===== config.mk =====
export PLATFORM = sky130hd
export DESIGN_NAME = dsc_strobe_ctrl
export DESIGN_NICKNAME = d
export VERILOG_FILES = /design/src/core/dsc_pkg.sv /design/src/core/dsc_sync3.sv /design/src/core/dsc_strobe_ctrl.sv
export VERILOG_INCLUDE_DIRS = /design/src /design/src/core
export SDC_FILE = /design/constraint.sdc
export NUM_CORES = 1
export LEC_CHECK = 0
export ABC_AREA = 1
export BUFFER_PORTS_ARGS = -buffer_cell sky130_fd_sc_hd__clkbuf_2
export CAP_MARGIN = 25
export CELL_PAD_IN_SITES_DETAIL_PLACEMENT = 0
export CELL_PAD_IN_SITES_GLOBAL_PLACEMENT = 1
export CORE_UTILIZATION = 47
export CTS_CLUSTER_SIZE = 12
export DETAILED_ROUTE_END_ITERATION = 10
export GPL_TIMING_DRIVEN = 0
export MAX_ROUTING_LAYER = met4
export PLACE_DENSITY = 0.95
export SLEW_MARGIN = 20
export SYNTH_ARGS = -nofsm -noshare
export SYNTH_HDL_FRONTEND = slang
export SYNTH_HIERARCHICAL = 1
export SYNTH_SLANG_ARGS = --single-unit

===== constraint.sdc =====
create_clock -name CLK -period 7.64 [get_ports CLK]
set_input_delay 1.528 -clock CLK [delete_from_list [all_inputs] [get_ports CLK]]
set_output_delay 1.528 -clock CLK [all_outputs]
set_load 0.005 [all_outputs]

===== src/core/dsc_cfg.svh =====
`ifndef DSC_CFG_SVH
`define DSC_CFG_SVH

// ----------------------------------------------------------------------
// Register byte addresses.
// ----------------------------------------------------------------------
`define DSC_ADDR_CTRL        12'h000
`define DSC_ADDR_WLDLY       12'h004
`define DSC_ADDR_STAT        12'h008
`define DSC_ADDR_CODE        12'h00C

// ----------------------------------------------------------------------
// Field positions.
// ----------------------------------------------------------------------
`define DSC_CTRL_EDGE_LSB    0
`define DSC_CTRL_DIFF        2
`define DSC_CTRL_GEAR2       3
`define DSC_CTRL_BANK_LSB    4
`define DSC_STAT_POL         0
`define DSC_STAT_STATE_LSB   1
`define DSC_STAT_SERVED      3
`define DSC_WLDLY_INV        7

// ----------------------------------------------------------------------
// Reset values and structure counts.
// ----------------------------------------------------------------------
`define DSC_WLDLY_RST        8'h00
`define DSC_GROUP_PINS       12
`define DSC_DATA_BITS        10
`define DSC_CODE_BITS        7
`define DSC_WLDLY_BITS       8
`define DSC_BURST_RISES      4'h4

`endif


===== src/core/dsc_pkg.sv =====
package dsc_pkg;

  // ----------------------------------------------------------------------
  // Edge of the device on which the group sits.
  // ----------------------------------------------------------------------
  typedef enum logic [1:0] {
    DSC_EDGE_LEFT,
    DSC_EDGE_RIGHT,
    DSC_EDGE_TOP,
    DSC_EDGE_BOTTOM
  } dsc_edge_t;

  // ----------------------------------------------------------------------
  // Read control states.
  // ----------------------------------------------------------------------
  typedef enum logic [1:0] {
    DSC_RD_IDLE,
    DSC_RD_PRE,
    DSC_RD_FIRST,
    DSC_RD_BURST
  } dsc_rd_state_t;

endpackage


===== src/core/dsc_sync3.sv =====
`timescale 1ns/10ps

module dsc_sync3 #(
  parameter int W = 1
) (
  input  wire logic         clk,
  input  wire logic         reset,
  input  wire logic [W-1:0] d,
  output      logic [W-1:0] q
);

  typedef struct packed {
    logic [W-1:0] s1;
    logic [W-1:0] s2;
    logic [W-1:0] s3;
    logic [W-1:0] q;
  } dsc_sync_t;

  dsc_sync_t r;
  dsc_sync_t next_r;

  // A bit changes only once the second and third stages agree.
  always_comb begin
    next_r    = r;
    next_r.s1 = d;
    next_r.s2 = r.s1;
    next_r.s3 = r.s2;
    next_r.q  = (~(r.s2 ^ r.s3) & r.s3) | ((r.s2 ^ r.s3) & r.q);
  end

  always_ff @(posedge clk) begin
    if (reset) begin
      r <= '0;
    end else begin
      r <= next_r;
    end
  end

  assign q = r.q;

endmodule


===== src/core/dsc_strobe_ctrl.sv =====
`timescale 1ns/10ps
`include "dsc_cfg.svh"
// ----------------------------------------------------------------------
// Overview of operation
// RL1 - One cell in twelve holds strobe control for eleven data pins.
// RL2 - Differential strobe uses true and complement pins of the group.
// RL3 - Bottom edge offers single-rate registering only, no DDR.
// RL4 - Top edge has input DDR but no output gearing.
// RL5 - Groups on left, right and top carry ten data bits.
// RL6 - Left loop serves banks 0, 7, 6; right serves 1, 2, 3.
// RL7 - Loop tracks the strobe with the system clock into a 7-bit code.
// RL8 - Read strobe is delayed a quarter period and clocks the data pads.
// RL9 - A polarity select picks the sync register clock edge.
// RL10 - Polarity is chosen afresh at the start of every read.
// RL11 - Memory drives the idle strobe low to start the preamble.
// RL12 - First strobe rise after the preamble sets the polarity.
// RL13 - Double gearbox mode pulses a latch moving pairs to second pair.
// RL14 - Write control makes two gearing clocks for data and strobe.
// RL15 - Write strobe gets extra leveling delay of up to 127 steps.
// RL16 - Top bit of leveling delay inverts the write strobe clock.
// RL17 - Outside controller chooses the leveling delay; block applies it.
// RL18 - Top edge still drives address and command outputs.
// RL19 - Rise and fall captures form two streams synced to system clock.
// RL20 - An undriven strobe reads high and feeds preamble detection.
// RL21 - Polarity stays fixed for the whole read burst.
// ----------------------------------------------------------------------

module dsc_strobe_ctrl #(
  parameter int GROUP_PINS = `DSC_GROUP_PINS,
  parameter int DQ_W       = `DSC_DATA_BITS,
  parameter int CMD_W      = 8,
  parameter bit DLL_LEFT   = 1'b1
) (
  input  wire logic             CLK,
  input  wire logic             RESET,
  input  wire logic             PSEL,
  input  wire logic             PENABLE,
  input  wire logic             PWRITE,
  input  wire logic [11:0]      PADDR,
  input  wire logic [31:0]      PWDATA,
  output      logic [31:0]      PRDATA,
  output      logic             PREADY,
  output      logic             PSLVERR,
  input  wire logic             STROBE_IN,
  input  wire logic             STROBE_COMP_IN,
  input  wire logic [DQ_W-1:0]  DQ_IN,
  input  wire logic             READ_START,
  input  wire logic             WRITE_EN,
  input  wire logic [DQ_W-1:0]  WR_DATA_RISE,
  input  wire logic [DQ_W-1:0]  WR_DATA_FALL,
  input  wire logic [CMD_W-1:0] CMD_IN,
  output      logic [CMD_W-1:0] CMD_OUT,
  output      logic             STROBE_OUT,
  output      logic             STROBE_COMP_OUT,
  output      logic             STROBE_OE,
  output      logic [DQ_W-1:0]  DQ_OUT,
  output      logic             DQ_OE,
  output      logic [6:0]       DLL_DELAY_CODE,
  output      logic             DELAYED_READ_STROBE_CLOCK,
  output      logic             SYNC_CLOCK_POLARITY,
  output      logic             GEARBOX_TRANSFER_LATCH,
  output      logic [DQ_W-1:0]  RD_DATA_RISE,
  output      logic [DQ_W-1:0]  RD_DATA_FALL,
  output      logic [DQ_W-1:0]  RD_DATA_RISE_B,
  output      logic [DQ_W-1:0]  RD_DATA_FALL_B,
  output      logic             RD_VALID,
  output      logic             WRITE_GEAR_CLOCK_A,
  output      logic             WRITE_GEAR_CLOCK_B,
  output      logic             WRITE_STROBE_CLOCK
);
  import dsc_pkg::*;

  localparam int CW = `DSC_CODE_BITS;
  localparam int RH = 1 << CW;
  localparam int WH = 1 << `DSC_WLDLY_BITS;
  localparam int PW = DQ_W + 2;

  // Data pins of the group: all cells but the strobe cell.
  localparam int GROUP_DATA = GROUP_PINS - 1; // RL1

  typedef struct packed {
    dsc_edge_t       edge_sel;
    logic            diff;
    logic            gear2;
    logic [2:0]      bank;
    logic [7:0]      wldly;
    logic [31:0]     prdata;
    logic            pready;
    logic            pslverr;
    logic            s_prev;
    logic [CW-1:0]   half_cnt;
    logic [CW-1:0]   code;
    logic [RH-1:0]   hist_r;
    logic            drs;
    logic            drs_prev;
    dsc_rd_state_t   rd_state;
    logic            phase;
    logic            polarity;
    logic [3:0]      rises;
    logic [DQ_W-1:0] cap_rise;
    logic [DQ_W-1:0] cap_fall;
    logic [1:0]      pend;
    logic [DQ_W-1:0] rd_rise;
    logic [DQ_W-1:0] rd_fall;
    logic [DQ_W-1:0] rd_rise_b;
    logic [DQ_W-1:0] rd_fall_b;
    logic            rd_valid;
    logic            latch_tog;
    logic            latch;
    logic [1:0]      gear_cnt;
    logic            gear_a;
    logic            gear_b;
    logic [WH-1:0]   hist_w;
    logic            wsc;
    logic            strobe_out;
    logic            strobe_comp_out;
    logic            strobe_oe;
    logic [DQ_W-1:0] dq_out;
    logic            dq_oe;
    logic [CMD_W-1:0] cmd_out;
  } dsc_state_t;

  dsc_state_t      r;
  dsc_state_t      next_r;
  logic [PW-1:0]   pin_q;
  logic            strobe;
  logic [DQ_W-1:0] dq;
  logic            ddr_ok;
  logic            gear_ok;
  logic            served;
  logic            apb_setup;
  logic            apb_wr;
  logic            s_rise;
  logic            drs_rise;
  logic            drs_fall;
  logic            fall_evt;
  logic            xfer;
  logic [7:0]      wtap;

  // ----------------------------------------------------------------------
  // Pin synchroniser for strobe pair and data.
  // ----------------------------------------------------------------------
  dsc_sync3 #(
    .W (PW)
  ) u_pin_sync (
    .clk   (CLK),
    .reset (RESET),
    .d     ({STROBE_COMP_IN, STROBE_IN, DQ_IN}),
    .q     (pin_q)
  );

  // ----------------------------------------------------------------------
  // Next state.
  // ----------------------------------------------------------------------
  always_comb begin
    next_r    = r;
    // An undriven pair reads high, so the idle strobe is seen as one.
    strobe    = r.diff ? (pin_q[DQ_W] | ~pin_q[DQ_W+1]) : pin_q[DQ_W]; // RL2 RL20
    dq        = pin_q[DQ_W-1:0];
    ddr_ok    = r.edge_sel != DSC_EDGE_BOTTOM; // RL3
    gear_ok   = r.edge_sel == DSC_EDGE_LEFT ||
                r.edge_sel == DSC_EDGE_RIGHT; // RL4
    served    = DLL_LEFT ? (r.bank == 3'h0 || r.bank == 3'h7 ||
                            r.bank == 3'h6)
                         : (r.bank == 3'h1 || r.bank == 3'h2 ||
                            r.bank == 3'h3); // RL6
    apb_setup = PSEL & ~PENABLE;
    apb_wr    = PSEL & PENABLE & r.pready & PWRITE;
    s_rise    = strobe & ~r.s_prev;
    drs_rise  = r.drs & ~r.drs_prev;
    drs_fall  = ~r.drs & r.drs_prev;
    fall_evt  = 1'b0;
    xfer      = r.polarity ? r.pend[1] : r.pend[0]; // RL9
    wtap      = {1'b0, r.code} + {1'b0, r.wldly[6:0]}; // RL15

    // APB slave: one wait-free access phase after each setup.
    next_r.pready  = apb_setup;
    next_r.pslverr = 1'b0;
    next_r.prdata  = '0;
    if (apb_setup) begin
      case (PADDR)
        `DSC_ADDR_CTRL: begin
          next_r.prdata[`DSC_CTRL_EDGE_LSB +: 2] = r.edge_sel;
          next_r.prdata[`DSC_CTRL_DIFF]          = r.diff;
          next_r.prdata[`DSC_CTRL_GEAR2]         = r.gear2;
          next_r.prdata[`DSC_CTRL_BANK_LSB +: 3] = r.bank;
        end
        `DSC_ADDR_WLDLY: begin
          next_r.prdata[7:0] = r.wldly;
        end
        `DSC_ADDR_STAT: begin
          next_r.prdata[`DSC_STAT_POL]            = r.polarity;
          next_r.prdata[`DSC_STAT_STATE_LSB +: 2] = r.rd_state;
          next_r.prdata[`DSC_STAT_SERVED]         = served;
        end
        `DSC_ADDR_CODE: begin
          next_r.prdata[CW-1:0] = r.code;
        end
        default: begin
          next_r.pslverr = 1'b1;
        end
      endcase
    end
    if (apb_wr) begin
      case (PADDR)
        `DSC_ADDR_CTRL: begin
          next_r.edge_sel = dsc_edge_t'(PWDATA[`DSC_CTRL_EDGE_LSB +: 2]);
          next_r.diff     = PWDATA[`DSC_CTRL_DIFF];
          next_r.gear2    = PWDATA[`DSC_CTRL_GEAR2];
          next_r.bank     = PWDATA[`DSC_CTRL_BANK_LSB +: 3];
        end
        `DSC_ADDR_WLDLY: begin
          next_r.wldly = PWDATA[7:0]; // RL17
        end
        default: begin
        end
      endcase
    end

    // Delay loop: steer the code to half of each measured half period.
    next_r.s_prev = strobe;
    if (strobe != r.s_prev) begin
      next_r.half_cnt = 7'h1;
      if (served && r.code < (r.half_cnt >> 1)) begin
        next_r.code = r.code + 7'h1; // RL7
      end else if (served && r.code > (r.half_cnt >> 1)) begin
        next_r.code = r.code - 7'h1; // RL7
      end
    end else if (r.half_cnt != '1) begin
      next_r.half_cnt = r.half_cnt + 7'h1;
    end

    // Quarter period delayed read strobe.
    next_r.hist_r   = {r.hist_r[RH-2:0], strobe};
    next_r.drs      = r.hist_r[r.code]; // RL8
    next_r.drs_prev = r.drs;
    next_r.phase    = ~r.phase;

    // Read control.
    case (r.rd_state)
      DSC_RD_IDLE: begin
        if (READ_START && ddr_ok) begin
          next_r.rd_state = DSC_RD_PRE;
        end
      end
      DSC_RD_PRE: begin
        if (!strobe) begin
          next_r.rd_state = DSC_RD_FIRST; // RL11
        end
      end
      DSC_RD_FIRST: begin
        if (s_rise) begin
          next_r.polarity  = r.phase; // RL10 RL12
          next_r.rises     = '0;
          next_r.latch_tog = 1'b0;
          next_r.rd_state  = DSC_RD_BURST;
        end
      end
      DSC_RD_BURST: begin
        if (drs_rise) begin
          next_r.rises    = r.rises + 4'h1;
          next_r.cap_rise = dq; // RL19
        end
        if (drs_fall && r.rises != '0) begin
          next_r.cap_fall = dq; // RL19
          fall_evt        = 1'b1;
          if (r.rises == `DSC_BURST_RISES) begin
            next_r.rd_state = DSC_RD_IDLE;
          end
        end
      end
      default: begin
        next_r.rd_state = DSC_RD_IDLE;
      end
    endcase

    // Transfer of the two streams into the system clock domain.
    next_r.pend     = {r.pend[0], fall_evt};
    next_r.latch    = 1'b0;
    next_r.rd_valid = 1'b0;
    if (!ddr_ok) begin
      next_r.rd_rise  = dq; // RL3
      next_r.rd_valid = 1'b1;
    end else if (xfer) begin
      next_r.rd_rise = r.cap_rise; // RL19
      next_r.rd_fall = r.cap_fall;
      if (r.gear2 && gear_ok) begin
        next_r.latch_tog = ~r.latch_tog;
        if (r.latch_tog) begin
          next_r.rd_rise_b = r.rd_rise; // RL13
          next_r.rd_fall_b = r.rd_fall;
          next_r.latch     = 1'b1;
          next_r.rd_valid  = 1'b1;
        end
      end else begin
        next_r.rd_valid = 1'b1;
      end
    end

    // Write gearing clocks in quadrature and the leveled strobe.
    next_r.gear_cnt = r.gear_cnt + 2'h1;
    next_r.gear_a   = gear_ok & r.gear_cnt[1]; // RL14
    next_r.gear_b   = gear_ok & (r.gear_cnt[1] ^ r.gear_cnt[0]); // RL14
    next_r.hist_w   = {r.hist_w[WH-2:0], r.gear_a};
    next_r.wsc      = r.hist_w[wtap] ^ r.wldly[`DSC_WLDLY_INV]; // RL15 RL16
    next_r.strobe_oe       = WRITE_EN & gear_ok;
    next_r.strobe_out      = WRITE_EN & gear_ok & r.wsc;
    next_r.strobe_comp_out = WRITE_EN & gear_ok & r.diff & ~r.wsc; // RL2
    next_r.dq_oe    = WRITE_EN;
    next_r.dq_out   = (gear_ok && !r.gear_a) ? WR_DATA_FALL : WR_DATA_RISE;
    next_r.cmd_out  = CMD_IN; // RL18
  end

  always_ff @(posedge CLK) begin
    if (RESET) begin
      r       <= '0;
      r.wldly <= `DSC_WLDLY_RST;
    end else begin
      r <= next_r;
    end
  end

  // ----------------------------------------------------------------------
  // Outputs.
  // ----------------------------------------------------------------------
  assign PRDATA                    = r.prdata;
  assign PREADY                    = r.pready;
  assign PSLVERR                   = r.pslverr;
  assign CMD_OUT                   = r.cmd_out;
  assign STROBE_OUT                = r.strobe_out;
  assign STROBE_COMP_OUT           = r.strobe_comp_out;
  assign STROBE_OE                 = r.strobe_oe;
  assign DQ_OUT                    = r.dq_out;
  assign DQ_OE                     = r.dq_oe;
  assign DLL_DELAY_CODE            = r.code;
  assign DELAYED_READ_STROBE_CLOCK = r.drs;
  assign SYNC_CLOCK_POLARITY       = r.polarity;
  assign GEARBOX_TRANSFER_LATCH    = r.latch;
  assign RD_DATA_RISE              = r.rd_rise;
  assign RD_DATA_FALL              = r.rd_fall;
  assign RD_DATA_RISE_B            = r.rd_rise_b;
  assign RD_DATA_FALL_B            = r.rd_fall_b;
  assign RD_VALID                  = r.rd_valid;
  assign WRITE_GEAR_CLOCK_A        = r.gear_a;
  assign WRITE_GEAR_CLOCK_B        = r.gear_b;
  assign WRITE_STROBE_CLOCK        = r.wsc;
endmodule


==> out/summary.log, run 1 <==
[outcome] result of the run finished, final reports clean
[global_routing] busiest layer in global routing met2
[power] part of the total power dissipated in combinational logic 0.037
[floorplan] core area 47600 sq um
[synthesis] Mapped Avg Cell Area 7.45 sq um
[synthesis] top area cells in the synthesized netlist dfxtp_1, inv_1, nor2_1
[worst_setup_path] Reg2Reg Setup Slack 3.62 ns
[power] Cell Int Power 4.62 mW
[cells_and_area] leading cell types in the layout, fill and taps excluded dfxtp_1, inv_1, nor2_1, nand2_1, nand3_1
[floorplan] number of core rows 80
[power] switch share 0.218
[worst_setup_path] sort of element at the start of the critical path flip-flop
[global_routing] GR met3 Demand/Resource 0.0319
[synthesis] count of different cell masters after synthesis 41
[worst_setup_path] CP max-delay cell dfxtp_1
[cells_and_area] layout overhead on the synthesized area 14.8%
[worst_setup_path] reg-to-reg endpoint WRITE_STROBE_CLOCK
[timing] remaining max-slew budget at the tightest pin 0.399
[timing] setup repair after global routing missed its margin false
[place] total half-perimeter wirelength after legalization and detailed placement 40100 um
[floorplan] Die X 222 um
[place] Buffers on Ports 152
[cts] Resized Gates After CTS 0
[power] sw power 1.29 mW
[cts] number of buffers inserted during clock tree synthesis 57
[power] P per Cell Area 227 nW/um^2
[floorplan] y dimension of the die 222 um
[synthesis] cell count after synthesis 3045
[hold_path] path category of the worst min-delay check flip-flop to flip-flop
[routing] count of routing violations after the opening detailed-route iteration 1416
[cells_and_area] sequential standard cell area 11500 sq um
[timing] Tmin final 4.02 ns
[cts] clock tree from TritonCTS done
[routing] Routed WL 57500 um
[hold_path] sink of the worst hold path u_pin_sync/next_r[16]
[cts] total setup buffers inserted after CTS 0
[global_routing] vias in the first global route 17700
[worst_setup_path] most used cell along the critical path nand3_1
[synthesis] number of flops mapped to enable cells by yosys 0
[routing] Routed wire per std cell 14.7 um
[timing] Max Clock Skew 0.0135 ns
[global_routing] GR Layer Usage met2 0.379
[worst_setup_path] WP buf/inv 5
[worst_setup_path] worst setup path start DLL_DELAY_CODE[1]
[power] portion of total power attributed to the clock network 0.451
[synthesis] post-synthesis instance area 22700 sq um
[synthesis] leading area contributor after synthesis dfxtp_1
[routing] detail-routed via count per cell 4.79
[global_routing] maximum number of pins on one net before global-route repair 16
[synthesis] YS warnings 6
[global_routing] antenna violations before repair 0
[cells_and_area] final-stage net count 3398
[floorplan] starting utilization of the core area 0.476
[routing] residual DRC count 0
[synthesis] fraction of registers with async set or reset after synthesis 0
[worst_setup_path] CP endpoint kind flip-flop
[routing] number of search-and-repair iterations in the first detailed-routing pass 5
[place] GPL Wtd Cong 0.919
[power] maximum vdd drop 0.207 mV
[timing] Max Transition Viols Final 0
[job] number of maximum-capacitance constraint violations 0
[cts] clock sink total 573
[floorplan] I/O pins 201
[cts] root cell of the clock tree clkbuf_16
[floorplan] die area 49100 sq um
[worst_setup_path] data arrival time of the critical path 4.53 ns
[cts] deepest clock path buffer count 3
[worst_setup_path] worst-path maximum fanout 10
[cells_and_area] number of fill cells in the layout 4684
[global_routing] total congestion overflow after global routing 0
[hold_path] launch instance of the worst min-delay path u_pin_sync/next_r[28]
[cells_and_area] Antenna Diode Count 0
[timing] Final Cycle Share 0.526
[routing] antenna-violating nets left 0
[timing] setup violators final 0
[cts] CTS H-tree depth 2
[routing] via count 18800
[cts] clock transition time at the flip-flop clock pins of the worst setup and hold paths 0.06 ns
[hold_path] number of cells on the worst hold path 2
[synthesis] fraction of the yosys area taken by sequential cells 0.506
[cells_and_area] share of cells above drive strength 1 0.132
[cells_and_area] multi-input logic area 7590 sq um
[worst_setup_path] endpoint required time on the critical path 8.15 ns
[global_routing] met1 track utilization from global routing 0.322
[synthesis] Top FF cell, synth dfxtp_1
[timing] count of final hold-check violations 0
[power] sequential share of power 0.511
[timing] pin slew with the least headroom to its limit 0.901 ns
[cells_and_area] most common library cell in the layout ignoring fill and taps dfxtp_1
[timing] Max Freq 0.249 GHz
[synthesis] fraction of post-synthesis cell area in the top cell type by area 0.506
[worst_setup_path] critical path start-end classification flip-flop to flip-flop
[synthesis] synthesis-stage register bit count 573
[cts] clock insertion delay at the later pin of the skew report 0.61 ns
[worst_setup_path] number of cell instances on the worst register-to-register path 17
[worst_setup_path] worst reg2reg startpoint DLL_DELAY_CODE[1]
[power] leakage component of the power 10.9 nW
[worst_setup_path] cell class contributing the biggest share of worst-path delay buffers and inverters
[power] Pwr Total 5.92 mW
[worst_setup_path] worst path cell trace buf_2, clkinv_1, buf_2, fa_1, inv_2, buf_1, nand3_1, nand2_1, nand2_1, nand3_1, nand3_1, nand3_1, nand3_1, nand3_1, nand3_1, nand2_1, nor2_1
[global_routing] global-route wire length before repair 92500 um
[timing] aggregate negative setup slack 0 ns
[cts] CTS Hold Buffers Added 0
[global_routing] overall global routing resource usage 0.242
[worst_setup_path] delay of the slowest cell on the worst path 0.63 ns
-- per-layer routing --
layer | vias up | part of all wire
li1 | 9598 | -
met2 | 478 | 0.45
met1 | 8635 | 0.47
met5 | - | 0
met4 | 0 | 0.026
met3 | 101 | 0.054
-- worst register-to-register path: stages, from the launching register on --
cell	delay [ns]
dfxtp_1	0.63
buf_2	0.25
clkinv_1	0.23
buf_2	0.31
fa_1	0.53
inv_2	0.29
buf_1	0.55
nand3_1	0.14
nand2_1	0.11
nand2_1	0.05
nand3_1	0.13
nand3_1	0.11
nand3_1	0.16
nand3_1	0.09
nand3_1	0.14
nand3_1	0.09
nand2_1	0.06
nor2_1	0.04
-- sequential cells by signal, indices dropped and copies added (netlist names), 10 cells and up, named ones only --
name               flops
DQ_OUT                10
RD_DATA_FALL          10
RD_DATA_FALL_B        10
RD_DATA_RISE          10
RD_DATA_RISE_B        10
next_r               383
r                     56
u_pin_sync/next_r     24
u_pin_sync/r          12
-- worst max-delay path by stage --
| stage | end | depth (start not counted) |
|---|---|---|
| 5_1_grt | WRITE_STROBE_CLOCK | 17 |
| 2_1_floorplan | DLL_DELAY_CODE[6] | 21 |
| 4_1_cts | WRITE_STROBE_CLOCK | 17 |
| 3_3_place_gp | WRITE_STROBE_CLOCK | 17 |
| 6_report | WRITE_STROBE_CLOCK | 17 |
| 3_5_place_dp | WRITE_STROBE_CLOCK | 17 |
-- logic make-up (layout without fill, tap and decap cells) --
group,after synthesis,after routing,share of synthesized area
other,1,24,0.000165
xor gates and xnor gates,7,7,0.00270
adders and majority gates,28,28,0.0161
buffers and inverters,827,1069,0.163
DFF,573,573,0.506
AOI/OAI and AO/OA,410,410,0.0964
and+or+nand+nor,1199,1199,0.216
-- cells in the mapped netlist, types with 4 or more instances --
cell type,n
a211oi_1,11
a21oi_1,166
buf_1,7
buf_2,46
buf_4,115
buf_6,12
clkbuf_1,76
clkinv_1,6
dfxtp_1,573
ha_1,26
inv_1,557
inv_2,4
nand2_1,399
nand3_1,236
nand4_1,4
nor2_1,523
nor2_2,11
nor3_1,15
o211ai_1,6
o21ai_0,187
o21ai_1,8
o21ai_2,10
o221ai_1,7
o22ai_1,9
xor2_1,5
-- final cells by class --
type / instances / share of cell area
sequential: 573 / 0.440
multi-input combinational: 1668 / 0.292
clock inverter: 7 / 0.00428
tap: 615 / 0.0295
buffer: 258 / 0.0601
inverter: 569 / 0.0822
timing repair buffer: 152 / 0.0292
clock buffer: 83 / 0.0627
-- metrics by stage --
stage | hold WS (ns) | worst slack (ns) | cells | utilization | cell area (sq um)
floorplan | 0.387 | 4.74 | 3068 | - | 22800
global placement | 0.394 | 3.65 | 3835 | 0.510 | 24300
detailed placement | 0.393 | 3.66 | 3835 | 0.510 | 24300
CTS | 0.401 | 3.66 | 3925 | 0.547 | 26000
global route | 0.415 | 3.38 | 3925 | 0.547 | 26000
finish | 0.401 | 3.62 | 3925 | 0.547 | 26000
-- power groups by stage --
stage,clock network [mW],registers [mW],logic (mW)
global placement,0,3.09,0.215
finish,2.67,3.03,0.221
global route,2.82,3.03,0.247
floorplan,0,3.09,0.144
CTS,2.72,3.03,0.220
detailed placement,0,3.09,0.217
(Power assumes the default switching activity.)
==> run 2, diff against run 1 <==
--- a/config.mk
+++ b/config.mk
@@ -6,7 +6,7 @@
 export SDC_FILE = /design/constraint.sdc
 export NUM_CORES = 1
 export LEC_CHECK = 0
-export ABC_AREA = 1
+export ABC_AREA = 0
 export BUFFER_PORTS_ARGS = -buffer_cell sky130_fd_sc_hd__clkbuf_2
 export CAP_MARGIN = 25
 export CELL_PAD_IN_SITES_DETAIL_PLACEMENT = 0
@@ -16,7 +16,7 @@
 export DETAILED_ROUTE_END_ITERATION = 10
 export GPL_TIMING_DRIVEN = 0
 export MAX_ROUTING_LAYER = met4
-export PLACE_DENSITY = 0.95
+export PLACE_DENSITY = 0.9
 export SLEW_MARGIN = 20
 export SYNTH_ARGS = -nofsm -noshare
 export SYNTH_HDL_FRONTEND = slang
==> constraint.sdc (replaced) <==
create_clock -name CLK -period 3.83 [get_ports CLK]
set_input_delay 0.766 -clock CLK [delete_from_list [all_inputs] [get_ports CLK]]
set_output_delay 0.766 -clock CLK [all_outputs]
set_load 0.005 [all_outputs]
==> run 2 against run 1 <==
  * Via count is 26% lower
  * Cell count fell by 29%
  * Wire length decreased by 21%
  * Flip-flop and latch count stayed put
  * Register-to-register slack lost 3.6 ns
  * Non-clock buffer count down 39
  * Sequential share of layout area up 1.7 points
  * Critical path type unchanged
==> out/summary.log, run 2 <==
[power] maximum vdd drop 0.335 mV [+62%]
[floorplan] y dimension of the die 216 um [-2.5%]
[synthesis] synthesis-stage register bit count 573 [unchanged]
[hold_path] launch instance of the worst min-delay path CMD_IN[7]
[hold_path] path category of the worst min-delay check input port to flip-flop
[cells_and_area] sequential standard cell area 11500 sq um [about the same]
[cts] clock tree from TritonCTS done
[cells_and_area] layout overhead on the synthesized area 16.3%
[synthesis] YS warnings 6 [unchanged]
[place] total half-perimeter wirelength after legalization and detailed placement 32300 um [-19%]
[floorplan] Die X 216 um [-2.5%]
[global_routing] antenna violations before repair 1 [+1]
[routing] Routed wire per std cell 16.3 um [+11%]
[worst_setup_path] CP max-delay cell or4_4
[cells_and_area] multi-input logic area 8860 sq um [+17%]
[timing] pin slew with the least headroom to its limit 1.06 ns [+0.162 ns]
[cells_and_area] number of fill cells in the layout 3877 [-17%]
[synthesis] fraction of post-synthesis cell area in the top cell type by area 0.532 [+0.0266]
[routing] antenna-violating nets left 0 [unchanged]
[cts] CTS Hold Buffers Added 0 [unchanged]
[routing] via count 13900 [-26%]
[power] leakage component of the power 10.2 nW [-6.9%]
[synthesis] post-synthesis instance area 21600 sq um [-5.0%]
[outcome] result of the run finished, final reports clean
[timing] Final Cycle Share 0.986 [+0.460]
[worst_setup_path] Reg2Reg Setup Slack 0.05 ns [-3.57 ns]
[worst_setup_path] worst-path maximum fanout 10 [unchanged]
[worst_setup_path] worst reg2reg startpoint DLL_DELAY_CODE[2]
[routing] Routed WL 45500 um [-21%]
[worst_setup_path] reg-to-reg endpoint WRITE_STROBE_CLOCK
[floorplan] I/O pins 201 [unchanged]
[floorplan] starting utilization of the core area 0.476 [about the same]
[cells_and_area] share of cells above drive strength 1 0.238 [+0.106]
[routing] detail-routed via count per cell 4.98 [+3.8%]
[worst_setup_path] most used cell along the critical path a21oi_1
[synthesis] cell count after synthesis 1924 [-37%]
[synthesis] fraction of registers with async set or reset after synthesis 0 [unchanged]
[cells_and_area] Antenna Diode Count 0 [unchanged]
[synthesis] fraction of the yosys area taken by sequential cells 0.532 [+0.0266]
[cells_and_area] most common library cell in the layout ignoring fill and taps dfxtp_1
[timing] setup violators final 0 [unchanged]
[cells_and_area] leading cell types in the layout, fill and taps excluded dfxtp_1, nor2b_1, clkbuf_2, nand2_1, buf_4
[worst_setup_path] Critical Path Stages 11 [-6]
[global_routing] total congestion overflow after global routing 0 [unchanged]
[worst_setup_path] worst path cell trace ha_1, a21oi_1, a21oi_1, nor2_4, buf_6, mux2_2, o22ai_1, nor4_1, or4_4, a31oi_4, mux2_4
[worst_setup_path] endpoint required time on the critical path 4.31 ns [-3.84 ns]
[synthesis] Mapped Avg Cell Area 11.2 sq um [+50%]
[global_routing] global-route wire length before repair 73400 um [-21%]
[synthesis] top post-synthesis cells by count dfxtp_1, nor2b_1, nand2_1, buf_4, mux4_2
[timing] count of final hold-check violations 0 [unchanged]
[job] number of maximum-capacitance constraint violations 0 [unchanged]
[timing] setup repair after global routing missed its margin false
[floorplan] core area 45300 sq um [-5.0%]
[timing] Max Transition Viols Final 0 [unchanged]
[worst_setup_path] data arrival time of the critical path 4.26 ns [-0.27 ns]
[synthesis] leading area contributor after synthesis dfxtp_1
[routing] count of routing violations after the opening detailed-route iteration 740 [-48%]
[synthesis] Top FF cell, synth dfxtp_1
[worst_setup_path] delay of the slowest cell on the worst path 0.57 ns [-0.06 ns]
[worst_setup_path] worst setup path start DLL_DELAY_CODE[2]
[cts] deepest clock path buffer count 3 [unchanged]
[floorplan] die area 46700 sq um [-4.9%]
[cells_and_area] final-stage net count 2283 [-33%]
[cells_and_area] Largest register FFs 383 [unchanged]
[global_routing] maximum number of pins on one net before global-route repair 18 [+2]
[cts] clock insertion delay at the later pin of the skew report 0.61 ns [about the same]
[floorplan] number of core rows 78 [-2.5%]
[place] Buffers on Ports 152 [unchanged]
[worst_setup_path] CP endpoint kind flip-flop
[cts] clock transition time at the flip-flop clock pins of the worst setup and hold paths 0.06 ns [about the same]
[worst_setup_path] WP buf/inv 1 [-4]
[synthesis] top area cells in the synthesized netlist dfxtp_1, nor2b_1, mux4_2
[power] P per Cell Area 461 nW/um^2 [+100%]
[timing] Tmin final 3.78 ns [-0.241 ns]
[cts] clock sink total 573 [unchanged]
[worst_setup_path] sort of element at the start of the critical path flip-flop
[cts] CTS H-tree depth 2 [unchanged]
[place] total placed cells including tap cells 2699 [-30%]
[global_routing] vias in the first global route 14000 [-21%]
[place] GPL Wtd Cong 0.869 [-5.4%]
[timing] Max Clock Skew 0.0236 ns [+0.0101 ns]
[cts] number of buffers inserted during clock tree synthesis 57 [unchanged]
[synthesis] dominant cell by count in the synthesized netlist dfxtp_1
[routing] residual DRC count 0 [unchanged]
[worst_setup_path] number of cell instances on the worst register-to-register path 11 [-6]
[cells_and_area] utilization after layout 0.554 [+0.00705]
[synthesis] number of flops mapped to enable cells by yosys 0 [unchanged]
[timing] remaining max-slew budget at the tightest pin 0.285 [-0.114]
[routing] number of search-and-repair iterations in the first detailed-routing pass 5 [unchanged]
[timing] Max Freq 0.265 GHz [+6.4%]
[synthesis] count of different cell masters after synthesis 51 [+24%]
[worst_setup_path] cell class contributing the biggest share of worst-path delay compound AO/OA/AOI/OAI gates
[worst_setup_path] critical path start-end classification flip-flop to flip-flop
[global_routing] overall global routing resource usage 0.202 [-0.0395]
[cells_and_area] filler-free cell count of the finished design 2792 [-29%]
[cts] root cell of the clock tree clkbuf_16
[worst_setup_path] CP Capture Point WRITE_STROBE_CLOCK
-- run 2: cell type report --
cell class,count,area share
flip-flops and latches,573,0.458
multi-input cells,1135,0.353
clock buffers,79,0.0634
plain buffers,212,0.0559
repair buffers,159,0.0331
well taps,600,0.0299
inverters,26,0.00389
clock inverters,8,0.00299
-- run 2: logic make-up after synthesis --
| group | after synthesis | share of synthesized area |
|---|---|---|
| fa+ha+maj | 28 | 0.0170 |
| simple gates | 719 | 0.183 |
| mux | 190 | 0.153 |
| compound gates | 157 | 0.0425 |
| xor+xnor | 17 | 0.00726 |
| other cells | 1 | 0.000174 |
| flops | 573 | 0.532 |
| buf+inv | 239 | 0.0642 |
-- run 2: how the worst min path moves through the flow --
| stage | cells after the start | slack (ns) | end |
|---|---|---|---|
| 2_1_floorplan | 1 | 0.39 | r[353] |
| 3_3_place_gp | 1 | 0.40 | r[353] |
| 3_5_place_dp | 1 | 0.41 | r[353] |
| 4_1_cts | 2 | 0.35 | u_pin_sync/next_r[28] |
| 5_1_grt | 2 | 0.37 | CMD_OUT[7] |
| 6_report | 2 | 0.38 | CMD_OUT[7] |
-- run 2: what timing repair did --
action	4_1_cts	5_1_grt
pin swaps	1	4
buffers inserted	2	4
resized for setup	40	5
setup endpoints to repair	5	2
-- run 2: per-layer routing --
metal | GRT usage | routed length [um] | up-vias
li1 | - | - | 6790
met1 | 0.252 | 20300 | 6707
met2 | 0.338 | 22100 | 317
met3 | 0.0340 | 2070 | 80
met4 | 0.0573 | 1020 | 0
met5 | - | 0 | -
-- run 2: report_power, final --
part | total (mW) | internal, mW | switching (mW)
Clock | 5.09 | 2.91 | 2.18
Combinational | 0.432 | 0.176 | 0.255
Sequential | 6.04 | 6.01 | 0.0318
-- run 2: metrics by stage --
stage          hold slack [ns]  worst slack (ns)  power (mW)  area (sq um)  setup TNS [ns]
3_3_place_gp             0.401             -1.40        6.58         23200           -2.96
2_1_floorplan            0.392            0.0123        6.45         21700               0
4_1_cts                  0.353          -0.00185        11.7         25000        -0.00185
6_report                 0.376            0.0540        11.6         25100               0
3_5_place_dp             0.413             -1.47        6.60         23200           -3.04
5_1_grt                  0.368          0.000248        12.0         25100               0
